## src/rtl/pos_scale_pkg.sv

```systemverilog
package pos_scale_pkg;

    // ------------------------------------------------------------------
    // register map (word-aligned byte addresses)
    // ------------------------------------------------------------------
    localparam logic [7:0] ADDR_CONFIG    = 8'h00;
    localparam logic [7:0] ADDR_MULT      = 8'h04;
    localparam logic [7:0] ADDR_DIV       = 8'h08;
    localparam logic [7:0] ADDR_PRESET    = 8'h0c;
    localparam logic [7:0] ADDR_COMMIT    = 8'h10;
    localparam logic [7:0] ADDR_CONTROL   = 8'h14;
    localparam logic [7:0] ADDR_STATUS    = 8'h18;
    localparam logic [7:0] ADDR_POSITION  = 8'h1c;
    localparam logic [7:0] ADDR_VELOCITY  = 8'h20;
    localparam logic [7:0] ADDR_OFFSET    = 8'h24;

    // ------------------------------------------------------------------
    // config fields
    // ------------------------------------------------------------------
    localparam int CFG_GRAY_BIT    = 0;
    localparam int CFG_NEGLOGIC_BIT = 1;
    localparam int CFG_NEGDIR_BIT  = 2;
    localparam int CFG_VEL60_BIT   = 3;
    localparam int CTRL_APPLY_BIT  = 0;

    // ------------------------------------------------------------------
    // reset values and limits
    // ------------------------------------------------------------------
    localparam logic [15:0] SCALE_MIN      = 16'h0001;
    localparam logic [15:0] SCALE_MAX      = 16'h7fff;
    localparam logic [15:0] MULT_RESET     = 16'h0001;
    localparam logic [15:0] DIV_RESET      = 16'h0001;
    localparam logic [31:0] PRESET_RESET   = 32'h0000_0000;
    localparam logic [3:0]  CFG_RESET      = 4'h0;
    localparam logic [3:0]  ERR_NONE       = 4'h0;
    localparam logic [3:0]  ERR_MULT_RANGE = 4'h6;
    localparam logic [3:0]  ERR_DIV_RANGE  = 4'h7;
    localparam logic [3:0]  ERR_MULT_GT_DIV = 4'h8;

    // ------------------------------------------------------------------
    // timing
    // ------------------------------------------------------------------
    localparam int CLOCK_HZ        = 200_000_000;
    localparam int VEL_SHORT_MS    = 60;
    localparam int VEL_LONG_MS     = 160;
    localparam int VEL_SHORT_CYC   = CLOCK_HZ / 1000 * VEL_SHORT_MS;
    localparam int VEL_LONG_CYC    = CLOCK_HZ / 1000 * VEL_LONG_MS;
    localparam int DIV_CYC         = 48;

    typedef enum logic [1:0] {
        ST_IDLE  = 2'b00,
        ST_DIV   = 2'b01,
        ST_DONE  = 2'b10
    } scale_state_t;

endpackage

```

## src/rtl/pos_divider.sv

```systemverilog
`timescale 1ns/100ps
`default_nettype none
module pos_divider
    import pos_scale_pkg::*;
(
    input  wire logic        clock,
    input  wire logic        sys_rst,
    input  wire logic        start,
    input  wire logic [47:0] dividend,
    input  wire logic [15:0] divisor,
    output logic             done,
    output logic      [47:0] quotient
);
    logic [47:0] rem_q;
    logic [47:0] num;
    logic [5:0]  count;
    logic        busy;
    logic [48:0] trial;

    always_comb
    begin
        trial = {rem_q, num[47]} - {33'h0, divisor};
    end

    // ------------------------------------------------------------------
    // restoring divide, one bit per cycle
    // ------------------------------------------------------------------
    always_ff @(posedge clock or posedge sys_rst)
    begin
        if (sys_rst)
        begin
            rem_q    <= 48'h0;
            num      <= 48'h0;
            quotient <= 48'h0;
            count    <= 6'h0;
            busy     <= 1'b0;
            done     <= 1'b0;
        end
        else
        begin
            done <= 1'b0;
            if (start && !busy)
            begin
                rem_q <= 48'h0;
                num   <= dividend;
                count <= 6'(DIV_CYC);
                busy  <= 1'b1;
            end
            else if (busy)
            begin
                if (!trial[48])
                    rem_q <= trial[47:0];
                else
                    rem_q <= {rem_q[46:0], num[47]};
                num      <= {num[46:0], 1'b0};
                quotient <= {quotient[46:0], ~trial[48]};
                count    <= count - 6'h1;
                if (count == 6'h1)
                begin
                    busy <= 1'b0;
                    done <= 1'b1;
                end
            end
        end
    end
endmodule
`default_nettype wire

```

## src/rtl/ssi_position_scaling.sv

```systemverilog
// Overview of operation
// - multiplier and divisor accept 1..32767 only, both reset to one
// - raw word is multiplied by multiplier and divided by divisor
// - writing preset leaves position unchanged until apply bit rises
// - on apply, reported position becomes the stored preset; skipped until a word is decoded after reset
// - apply creates an offset added to every later position
// - offset is kept in a retained store across power loss
// - committing full setup clears any applied offset
// - negative direction negates the position before reporting
// - direction resets to positive, which passes value unchanged
// - velocity refreshes every 60 ms or 160 ms, default 160 ms
// - velocity interval does not change position refresh rate
// - velocity is in counts per second
// - negative data logic inverts raw bits before decoding
// - gray code raw word is converted to binary, binary by default
// - setup with multiplier above divisor is refused, error 8
//
// Decided for this implementation: the Wishbone interface to the registers and the address map.
`timescale 1ns/100ps
`default_nettype none
module ssi_position_scaling
    import pos_scale_pkg::*;
#(
    parameter int VEL_SHORT = VEL_SHORT_CYC,
    parameter int VEL_LONG  = VEL_LONG_CYC
)
(
    input  wire logic        clock,
    input  wire logic        sys_rst,
    input  wire logic [31:0] raw_word,
    input  wire logic        raw_valid,
    input  wire logic [31:0] nv_offset,
    input  wire logic        nv_valid,
    output logic      [31:0] nv_wdata,
    output logic             nv_write,
    output logic      [31:0] position,
    output logic             position_valid,
    output logic      [31:0] velocity,
    output logic             velocity_valid,
    input  wire logic        wb_cyc_i,
    input  wire logic        wb_stb_i,
    input  wire logic        wb_we_i,
    input  wire logic [7:0]  wb_adr_i,
    input  wire logic [3:0]  wb_sel_i,
    input  wire logic [31:0] wb_dat_i,
    output logic      [31:0] wb_dat_o,
    output logic             wb_ack_o
);
    // ------------------------------------------------------------------
    // registers
    // ------------------------------------------------------------------
    logic [3:0]  cfg_stage;
    logic [15:0] mult_stage;
    logic [15:0] div_stage;
    logic [31:0] preset_stage;
    logic [3:0]  cfg;
    logic [15:0] mult;
    logic [15:0] divisor;
    logic [31:0] preset;
    logic        apply_bit;
    logic        apply_prev;
    logic [3:0]  err_code;
    logic [31:0] offset;
    logic        nv_seen;
    logic        bus_req;
    logic        bus_wr;
    logic [31:0] wmask;
    logic [31:0] next_word;
    logic        commit_req;
    logic        apply_evt;

    assign bus_req = wb_cyc_i && wb_stb_i && !wb_ack_o;
    assign bus_wr  = bus_req && wb_we_i;
    assign wmask   = {{8{wb_sel_i[3]}}, {8{wb_sel_i[2]}},
                      {8{wb_sel_i[1]}}, {8{wb_sel_i[0]}}};

    function automatic logic [31:0] merge(input logic [31:0] old);
        merge = (old & ~wmask) | (wb_dat_i & wmask);
    endfunction

    assign commit_req = bus_wr && (wb_adr_i == ADDR_COMMIT);

    always_comb
    begin
        case (wb_adr_i)
            ADDR_CONFIG: next_word = merge({28'h0, cfg_stage});
            ADDR_MULT:   next_word = merge({16'h0, mult_stage});
            ADDR_DIV:    next_word = merge({16'h0, div_stage});
            default:     next_word = merge(preset_stage);
        endcase
    end

    // ------------------------------------------------------------------
    // staging registers written by software
    // ------------------------------------------------------------------
    always_ff @(posedge clock or posedge sys_rst)
    begin
        if (sys_rst)
        begin
            cfg_stage    <= CFG_RESET;
            mult_stage   <= MULT_RESET;
            div_stage    <= DIV_RESET;
            preset_stage <= PRESET_RESET;
            apply_bit    <= 1'b0;
        end
        else if (bus_wr)
        begin
            case (wb_adr_i)
                ADDR_CONFIG:  cfg_stage    <= next_word[3:0];
                ADDR_MULT:    mult_stage   <= next_word[15:0];
                ADDR_DIV:     div_stage    <= next_word[15:0];
                ADDR_PRESET:  preset_stage <= next_word;
                ADDR_CONTROL:
                    if (wb_sel_i[0])
                        apply_bit <= wb_dat_i[CTRL_APPLY_BIT];
                default: ;
            endcase
        end
    end

    // ------------------------------------------------------------------
    // setup commit with checks
    // ------------------------------------------------------------------
    always_ff @(posedge clock or posedge sys_rst)
    begin
        if (sys_rst)
        begin
            cfg      <= CFG_RESET;
            mult     <= MULT_RESET;
            divisor  <= DIV_RESET;
            preset   <= PRESET_RESET;
            err_code <= ERR_NONE;
        end
        else if (commit_req)
        begin
            if (mult_stage < SCALE_MIN || mult_stage > SCALE_MAX)
                err_code <= ERR_MULT_RANGE;
            else if (div_stage < SCALE_MIN || div_stage > SCALE_MAX)
                err_code <= ERR_DIV_RANGE;
            else if (mult_stage > div_stage)
                err_code <= ERR_MULT_GT_DIV;
            else
            begin
                err_code <= ERR_NONE;
                cfg      <= cfg_stage;
                mult     <= mult_stage;
                divisor  <= div_stage;
                preset   <= preset_stage;
            end
        end
    end

    // ------------------------------------------------------------------
    // raw decode: inversion, gray, scaling
    // ------------------------------------------------------------------
    logic [31:0] inv_word;
    logic [31:0] bin_word;
    logic [31:0] raw_hold;
    logic        div_start;
    logic        div_done;
    logic [47:0] quotient;
    logic [31:0] scaled;
    logic [31:0] directed;
    logic        scaled_ready;

    assign inv_word = cfg[CFG_NEGLOGIC_BIT] ? ~raw_word : raw_word;

    always_comb
    begin
        bin_word[31] = inv_word[31];
        for (int i = 30; i >= 0; i--)
            bin_word[i] = cfg[CFG_GRAY_BIT] ?
                          (bin_word[i + 1] ^ inv_word[i]) : inv_word[i];
    end

    always_ff @(posedge clock or posedge sys_rst)
    begin
        if (sys_rst)
        begin
            raw_hold  <= 32'h0;
            div_start <= 1'b0;
        end
        else
        begin
            div_start <= raw_valid;
            if (raw_valid)
                raw_hold <= bin_word;
        end
    end

    pos_divider u_div (
        .clock    (clock),
        .sys_rst  (sys_rst),
        .start    (div_start),
        .dividend (48'(raw_hold) * 48'(mult)),
        .divisor  (divisor),
        .done     (div_done),
        .quotient (quotient)
    );

    assign directed = cfg[CFG_NEGDIR_BIT] ? 32'(-quotient[31:0])
                                          : quotient[31:0];

    // ------------------------------------------------------------------
    // offset and preset apply
    // ------------------------------------------------------------------
    assign apply_evt = apply_bit && !apply_prev;

    always_ff @(posedge clock or posedge sys_rst)
    begin
        if (sys_rst)
        begin
            apply_prev <= 1'b0;
            offset     <= 32'h0;
            nv_seen    <= 1'b0;
            nv_write   <= 1'b0;
            nv_wdata   <= 32'h0;
            scaled     <= 32'h0;
        end
        else
        begin
            apply_prev <= apply_bit;
            nv_write   <= 1'b0;
            if (div_done)
                scaled <= directed;
            if (nv_valid && !nv_seen)
            begin
                nv_seen <= 1'b1;
                offset  <= nv_offset;
            end
            else if (commit_req
                     && mult_stage <= div_stage && mult_stage >= SCALE_MIN
                     && mult_stage <= SCALE_MAX && div_stage >= SCALE_MIN
                     && div_stage <= SCALE_MAX)
            begin
                offset   <= 32'h0;
                nv_wdata <= 32'h0;
                nv_write <= 1'b1;
            end
            else if (apply_evt)
            begin
                offset   <= preset - scaled;
                nv_wdata <= preset - scaled;
                nv_write <= 1'b1;
            end
        end
    end

    // ------------------------------------------------------------------
    // reported position, refreshed on each divide started by a word arriving while the divider is idle
    // ------------------------------------------------------------------
    always_ff @(posedge clock or posedge sys_rst)
    begin
        if (sys_rst)
        begin
            position       <= 32'h0;
            position_valid <= 1'b0;
            scaled_ready   <= 1'b0;
        end
        else
        begin
            position_valid <= div_done;
            if (div_done)
            begin
                position     <= directed + offset;
                scaled_ready <= 1'b1;
            end
            else if (apply_evt && scaled_ready)
                position <= preset;
        end
    end

    // ------------------------------------------------------------------
    // velocity in counts per second
    // ------------------------------------------------------------------
    logic [31:0] vel_timer;
    logic [31:0] vel_last;
    logic [31:0] delta;
    logic [31:0] vel_limit;

    assign vel_limit = cfg[CFG_VEL60_BIT] ? 32'(VEL_SHORT - 1)
                                          : 32'(VEL_LONG - 1);
    assign delta     = position - vel_last;

    always_ff @(posedge clock or posedge sys_rst)
    begin
        if (sys_rst)
        begin
            vel_timer      <= 32'h0;
            vel_last       <= 32'h0;
            velocity       <= 32'h0;
            velocity_valid <= 1'b0;
        end
        else
        begin
            velocity_valid <= 1'b0;
            if (vel_timer >= vel_limit)
            begin
                vel_timer      <= 32'h0;
                vel_last       <= position;
                velocity_valid <= 1'b1;
                if (cfg[CFG_VEL60_BIT])
                    velocity <= 32'((64'($signed(delta)) * 50) / 3);
                else
                    velocity <= 32'((64'($signed(delta)) * 25) / 4);
            end
            else
                vel_timer <= vel_timer + 32'h1;
        end
    end

    // ------------------------------------------------------------------
    // wishbone read and ack
    // ------------------------------------------------------------------
    always_ff @(posedge clock or posedge sys_rst)
    begin
        if (sys_rst)
        begin
            wb_ack_o <= 1'b0;
            wb_dat_o <= 32'h0;
        end
        else
        begin
            wb_ack_o <= bus_req;
            if (bus_req && !wb_we_i)
            begin
                case (wb_adr_i)
                    ADDR_CONFIG:   wb_dat_o <= {28'h0, cfg_stage};
                    ADDR_MULT:     wb_dat_o <= {16'h0, mult_stage};
                    ADDR_DIV:      wb_dat_o <= {16'h0, div_stage};
                    ADDR_PRESET:   wb_dat_o <= preset_stage;
                    ADDR_CONTROL:  wb_dat_o <= {31'h0, apply_bit};
                    ADDR_STATUS:   wb_dat_o <= {28'h0, err_code};
                    ADDR_POSITION: wb_dat_o <= position;
                    ADDR_VELOCITY: wb_dat_o <= velocity;
                    ADDR_OFFSET:   wb_dat_o <= offset;
                    default:       wb_dat_o <= 32'h0;
                endcase
            end
        end
    end
endmodule
`default_nettype wire

```

## config.mk

```make
export PLATFORM = sky130hd
export DESIGN_NAME = ssi_position_scaling
export DESIGN_NICKNAME = d
export VERILOG_FILES = /design/src/rtl/pos_scale_pkg.sv /design/src/rtl/pos_divider.sv /design/src/rtl/ssi_position_scaling.sv
export SDC_FILE = /design/constraint.sdc
export NUM_CORES = 2
export LEC_CHECK = 0
export BUFFER_PORTS_ARGS = -buffer_cell sky130_fd_sc_hd__buf_2
export CAP_MARGIN = 0
export CORE_MARGIN = 2
export CORE_UTILIZATION = 32
export CTS_CLUSTER_DIAMETER = 150
export CTS_CLUSTER_SIZE = 40
export DETAILED_ROUTE_END_ITERATION = 10
export GPL_TIMING_DRIVEN = 0
export SLEW_MARGIN = 5
export SYNTH_ARGS = -nofsm -noshare
export SYNTH_HDL_FRONTEND = slang
export SYNTH_SLANG_ARGS = --single-unit
```

## constraint.sdc

```tcl
create_clock -name clock -period 64.4 [get_ports clock]
set_input_delay 9.66 -clock clock [delete_from_list [all_inputs] [get_ports clock]]
set_output_delay 9.66 -clock clock [all_outputs]
set_load 0.005 [all_outputs]
```

==> flow_results.org <==
** Yosys
- Summing the sequential cell areas from Yosys gives 16.9% of the chip area.
- Mapped Area :: 84900 µm²
- Post-Synthesis Cells :: 10300
- After synthesis the netlist holds a flip-flop and latch count of 572.
- Yosys mapped the design onto 206 distinct sky130hd cell types.
- The synthesized design spends more area on one cell type than any other, namely sky130_fd_sc_hd__dfrtp_1.
- Top-count cell post-synth :: sky130_fd_sc_hd__nand2_1
- Dominant synthesized flop cell :: sky130_fd_sc_hd__dfrtp_1
- In this run, synthesis inferred 0 flip-flops with an integrated enable.
- Cell types with the largest area share after synthesis :: sky130_fd_sc_hd__dfrtp_1 (17%), sky130_fd_sc_hd__fa_1 (10%), sky130_fd_sc_hd__xnor2_1 (5.9%), sky130_fd_sc_hd__ha_1 (5.7%), sky130_fd_sc_hd__nand2_1 (5.4%)
- A synthesized cell averages 8.27 µm².
- For this run, asynchronously set or reset flops after synthesis account for 100%.
- Ranked by instance count, the synthesized netlist is headed by sky130_fd_sc_hd__nand2_1 (1219), sky130_fd_sc_hd__inv_1 (726), sky130_fd_sc_hd__nor2_1 (675).
- Yosys printed 0 warnings.
- The synthesized design devotes to its leading area cell type 16.7% of total area.

** CTS
- TritonCTS created 21 clock buffers.
- Buffers inserted to repair hold after CTS numbered 0.
- After clock tree synthesis, the clock-pin slew on the worst setup and hold paths is 150 ps.
- TritonCTS built the clock tree.
- Sinks on the clock net :: 572
- No sink is reached through more buffers than the 3 on the longest clock path.
- The tree is rooted in a sky130_fd_sc_hd__clkbuf_16.
- Clock latency at the later pin of the worst-skew pair :: 680 ps
- CTS built an H-tree with a depth of 1.

** Die
- After floorplanning, the core was sized to cover 265000 µm².
- Site Rows :: 189
- Top Ports :: 247
- Die width :: 519 µm
- Effective utilization at floorplan :: 32.1%
- Die height :: 519 µm
- The die covers 269000 µm².

** Min path
- For hold timing, the worst endpoint is u_div.count[5]$_DFFE_PP0P_.
- Hold Path Stages :: 1
- Classification of the worst-slack hold path :: reg2reg
- Worst Min Path Start :: u_div.count[5]$_DFFE_PP0P_

** Finish
- Counting the fill cells in the layout gives 28000.
- The net count of the finished layout is 11500.
- Largest registers :: u_div.num (48), u_div.rem_q (48)
- Summing all flip-flop and latch instances after layout gives 14300 µm².
- The area growth from synthesis to layout is 8.74%.
- The post-route netlist has 14.1% of its cells at a drive strength greater than 1.
- Once layout is complete, the cells apart from fillers number 14100.
- Multi-input combinational cell area :: 65300 µm²

** STA
- The worst path uses 96.4% of the clock period.
- Pins over their slew limit :: 6
- Highest attainable clock frequency :: 16.1 MHz
- Slew HR :: -2.69%
- For the pin with the worst max-slew slack, the measured transition is 1540 ps.
- The number of endpoints with negative hold slack in the final report was 0.
- The worst path needs 62090 ps of the cycle, external delays included.
- Setup slack closes at 2310 ps.
- Hold timing on the final database bottoms out at a slack of 485 ps.
- Fin Clk Skew :: 59.9 ps
- Setup violations remaining at the end of the flow were counted as 0.
- Setup total negative slack on the finished layout was measured at 0 ps.

** GRT
- Entering global routing, the biggest net connects 120 pins.
- The number of antenna violations at the first check in global routing was 30.
- Global router's overall resource usage :: 24.7%
- Via count of the first global-routing pass :: 77900
- Remaining Overflow, GRT :: 0
- The first global-routing pass estimated 516000 µm of wire.

** Worst setup path
- In this run the critical register-to-register path is launched from position[0]$_DFFE_PP0P_.
- In this run the critical register-to-register path is captured at velocity[28]$_DFFE_PP0N_.
- The worst register-to-register path has a setup slack of 2310 ps.
- Highest cell delay on the worst timing path :: 740 ps
- CP Launch Type :: register
- STA classifies the critical path endpoint as a register.
- The largest individual stage delay along the critical path comes from the cell sky130_fd_sc_hd__a2111oi_1.
- Depth of the worst register-to-register path :: 199
- For the worst setup path, the data required time is 64890 ps.
- Together, buffers and inverters on the worst path number 25.
- In this run the worst path has a maximum fanout of 10.
- Setup CP Type :: reg2reg
- At the worst endpoint, the arrival time is 62580 ps.
- CP delay by family, top :: compound AO/OA/AOI/OAI gates
- The most numerous cell type found on the critical path is sky130_fd_sc_hd__a21o_1.

** Status
- Violated checks :: max-capacitance violations, max-slew violations
- The flow ran to the end, but the final reports show violations.

** Drt
- Wires add up to 347000 µm.
- For this block, the initial DRC count from the detailed router was 8698.
- Number of nets with antenna violations after routing :: 0
- After detailed routing, the number of remaining DRC violations is 0.
- The routed layout has 83100 vias.
- The first detailed-routing pass took 9 iterations.
- After detailed routing, the average wire length per cell comes to 24.6 µm.
- Vias per cell :: 5.88

** Place
- Final weighted congestion in routability-driven placement :: 1.02
- Timing analysis after detailed placement gives a worst setup slack of -1510 ps.
- Post-DP HPWL :: 284000 µm
- Quantity of I/O buffers inserted on ports :: 245
- Total instance count after detailed placement :: 14100

** Job
- Max-cap violations in this run came to 1.
[what timing repair did]
item | in CTS | in global routing
resized for setup | 8 | 79
setup buffers | 0 | 21
pin swaps | 0 | 10
endpoints found under the setup margin | 32 | 32
[per-layer routing]
| layer | vias up | share of wire [%] | track usage (%) |
|---|---|---|---|
| met5 | - | 0.031 | 0 |
| met4 | 16 | 4.5 | 9.15 |
| met3 | 552 | 8.7 | 4.23 |
| met2 | 3837 | 43 | 37.9 |
| met1 | 41100 | 43 | 34.6 |
| li1 | 37600 | - | - |
[worst register-to-register path: cells and delay by family (launching register included)]
family | cells | cell delay (ps)
buffers and inverters | 25 | 6090
DFF | 1 | 620
xor gates and xnor gates | 15 | 5150
muxes | 2 | 520
AOI/OAI and AO/OA | 91 | 27090
and+or+nand+nor | 60 | 20430
adders and majority gates | 6 | 2040
[metrics by stage]
step	instance area, µm²	utilization [%]
2_1_floorplan	84900	-
4_1_cts	91600	34.6
6_report	92300	34.9
3_5_place_dp	90900	34.3
5_1_grt	92300	34.9
3_3_place_gp	90600	34.2
[layout by cell type, fill, tap and decap left out, types with 141 or more instances in the layout]
master,synthesis,final
sky130_fd_sc_hd__a21oi_1,425,420
sky130_fd_sc_hd__xor2_1,274,268
sky130_fd_sc_hd__clkbuf_1,278,278
sky130_fd_sc_hd__fa_1,433,433
sky130_fd_sc_hd__buf_2,35,280
sky130_fd_sc_hd__nor3_1,284,278
sky130_fd_sc_hd__ha_1,384,384
sky130_fd_sc_hd__mux2_2,158,158
sky130_fd_sc_hd__xnor2_1,574,563
sky130_fd_sc_hd__o21ai_0,482,478
sky130_fd_sc_hd__inv_1,726,725
sky130_fd_sc_hd__nand3_1,262,261
sky130_fd_sc_hd__and2_1,209,209
sky130_fd_sc_hd__a21o_1,141,141
sky130_fd_sc_hd__dfrtp_1,568,566
sky130_fd_sc_hd__nor2_1,675,670
sky130_fd_sc_hd__nand2_1,1219,1219
[cell type report]
type / count / area share [%]
clock inverter: 8 / 0.182
timing repair buffer: 281 / 1.77
inverter: 732 / 2.99
clock buffer: 23 / 0.577
antenna: 8 / 0.0217
sequential: 572 / 15.5
multi-input combinational: 8462 / 70.7
tap: 3533 / 4.79
buffer: 504 / 3.44
[worst max path at each step]
stage	startpoint	to	slack (ps)	cells past startpoint
after detailed placement	position[0]$_DFFE_PP0P_	velocity[28]$_DFFE_PP0N_	-1510	196
after floorplan	position[2]$_DFFE_PP0P_	velocity[28]$_DFFE_PP0N_	13220	194
final	position[0]$_DFFE_PP0P_	velocity[28]$_DFFE_PP0N_	2310	199
after CTS	position[0]$_DFFE_PP0P_	velocity[28]$_DFFE_PP0N_	40	198
after global placement	position[0]$_DFFE_PP0P_	velocity[28]$_DFFE_PP0N_	-2190	194
after global routing	position[0]$_DFFE_PP0P_	velocity[28]$_DFFE_PP0N_	-90	202
[logic make-up after synthesis]
| kind of cell | after synthesis | synth area share (%) |
|---|---|---|
| buffers and inverters | 1236 | 6.97 |
| flip-flops | 572 | 16.9 |
| XOR/XNOR | 885 | 9.50 |
| multiplexers | 276 | 3.56 |
| AND/OR/NAND/NOR | 3883 | 24.5 |
| adder cells (fa/ha/maj) | 823 | 15.9 |
| other | 1 | 0.00442 |
| AO/OA/AOI/OAI | 2589 | 22.7 |
Power is left out: the tool's default activity adds up to more than one toggle a clock period on the data nets, which glitch-free logic cannot reach.
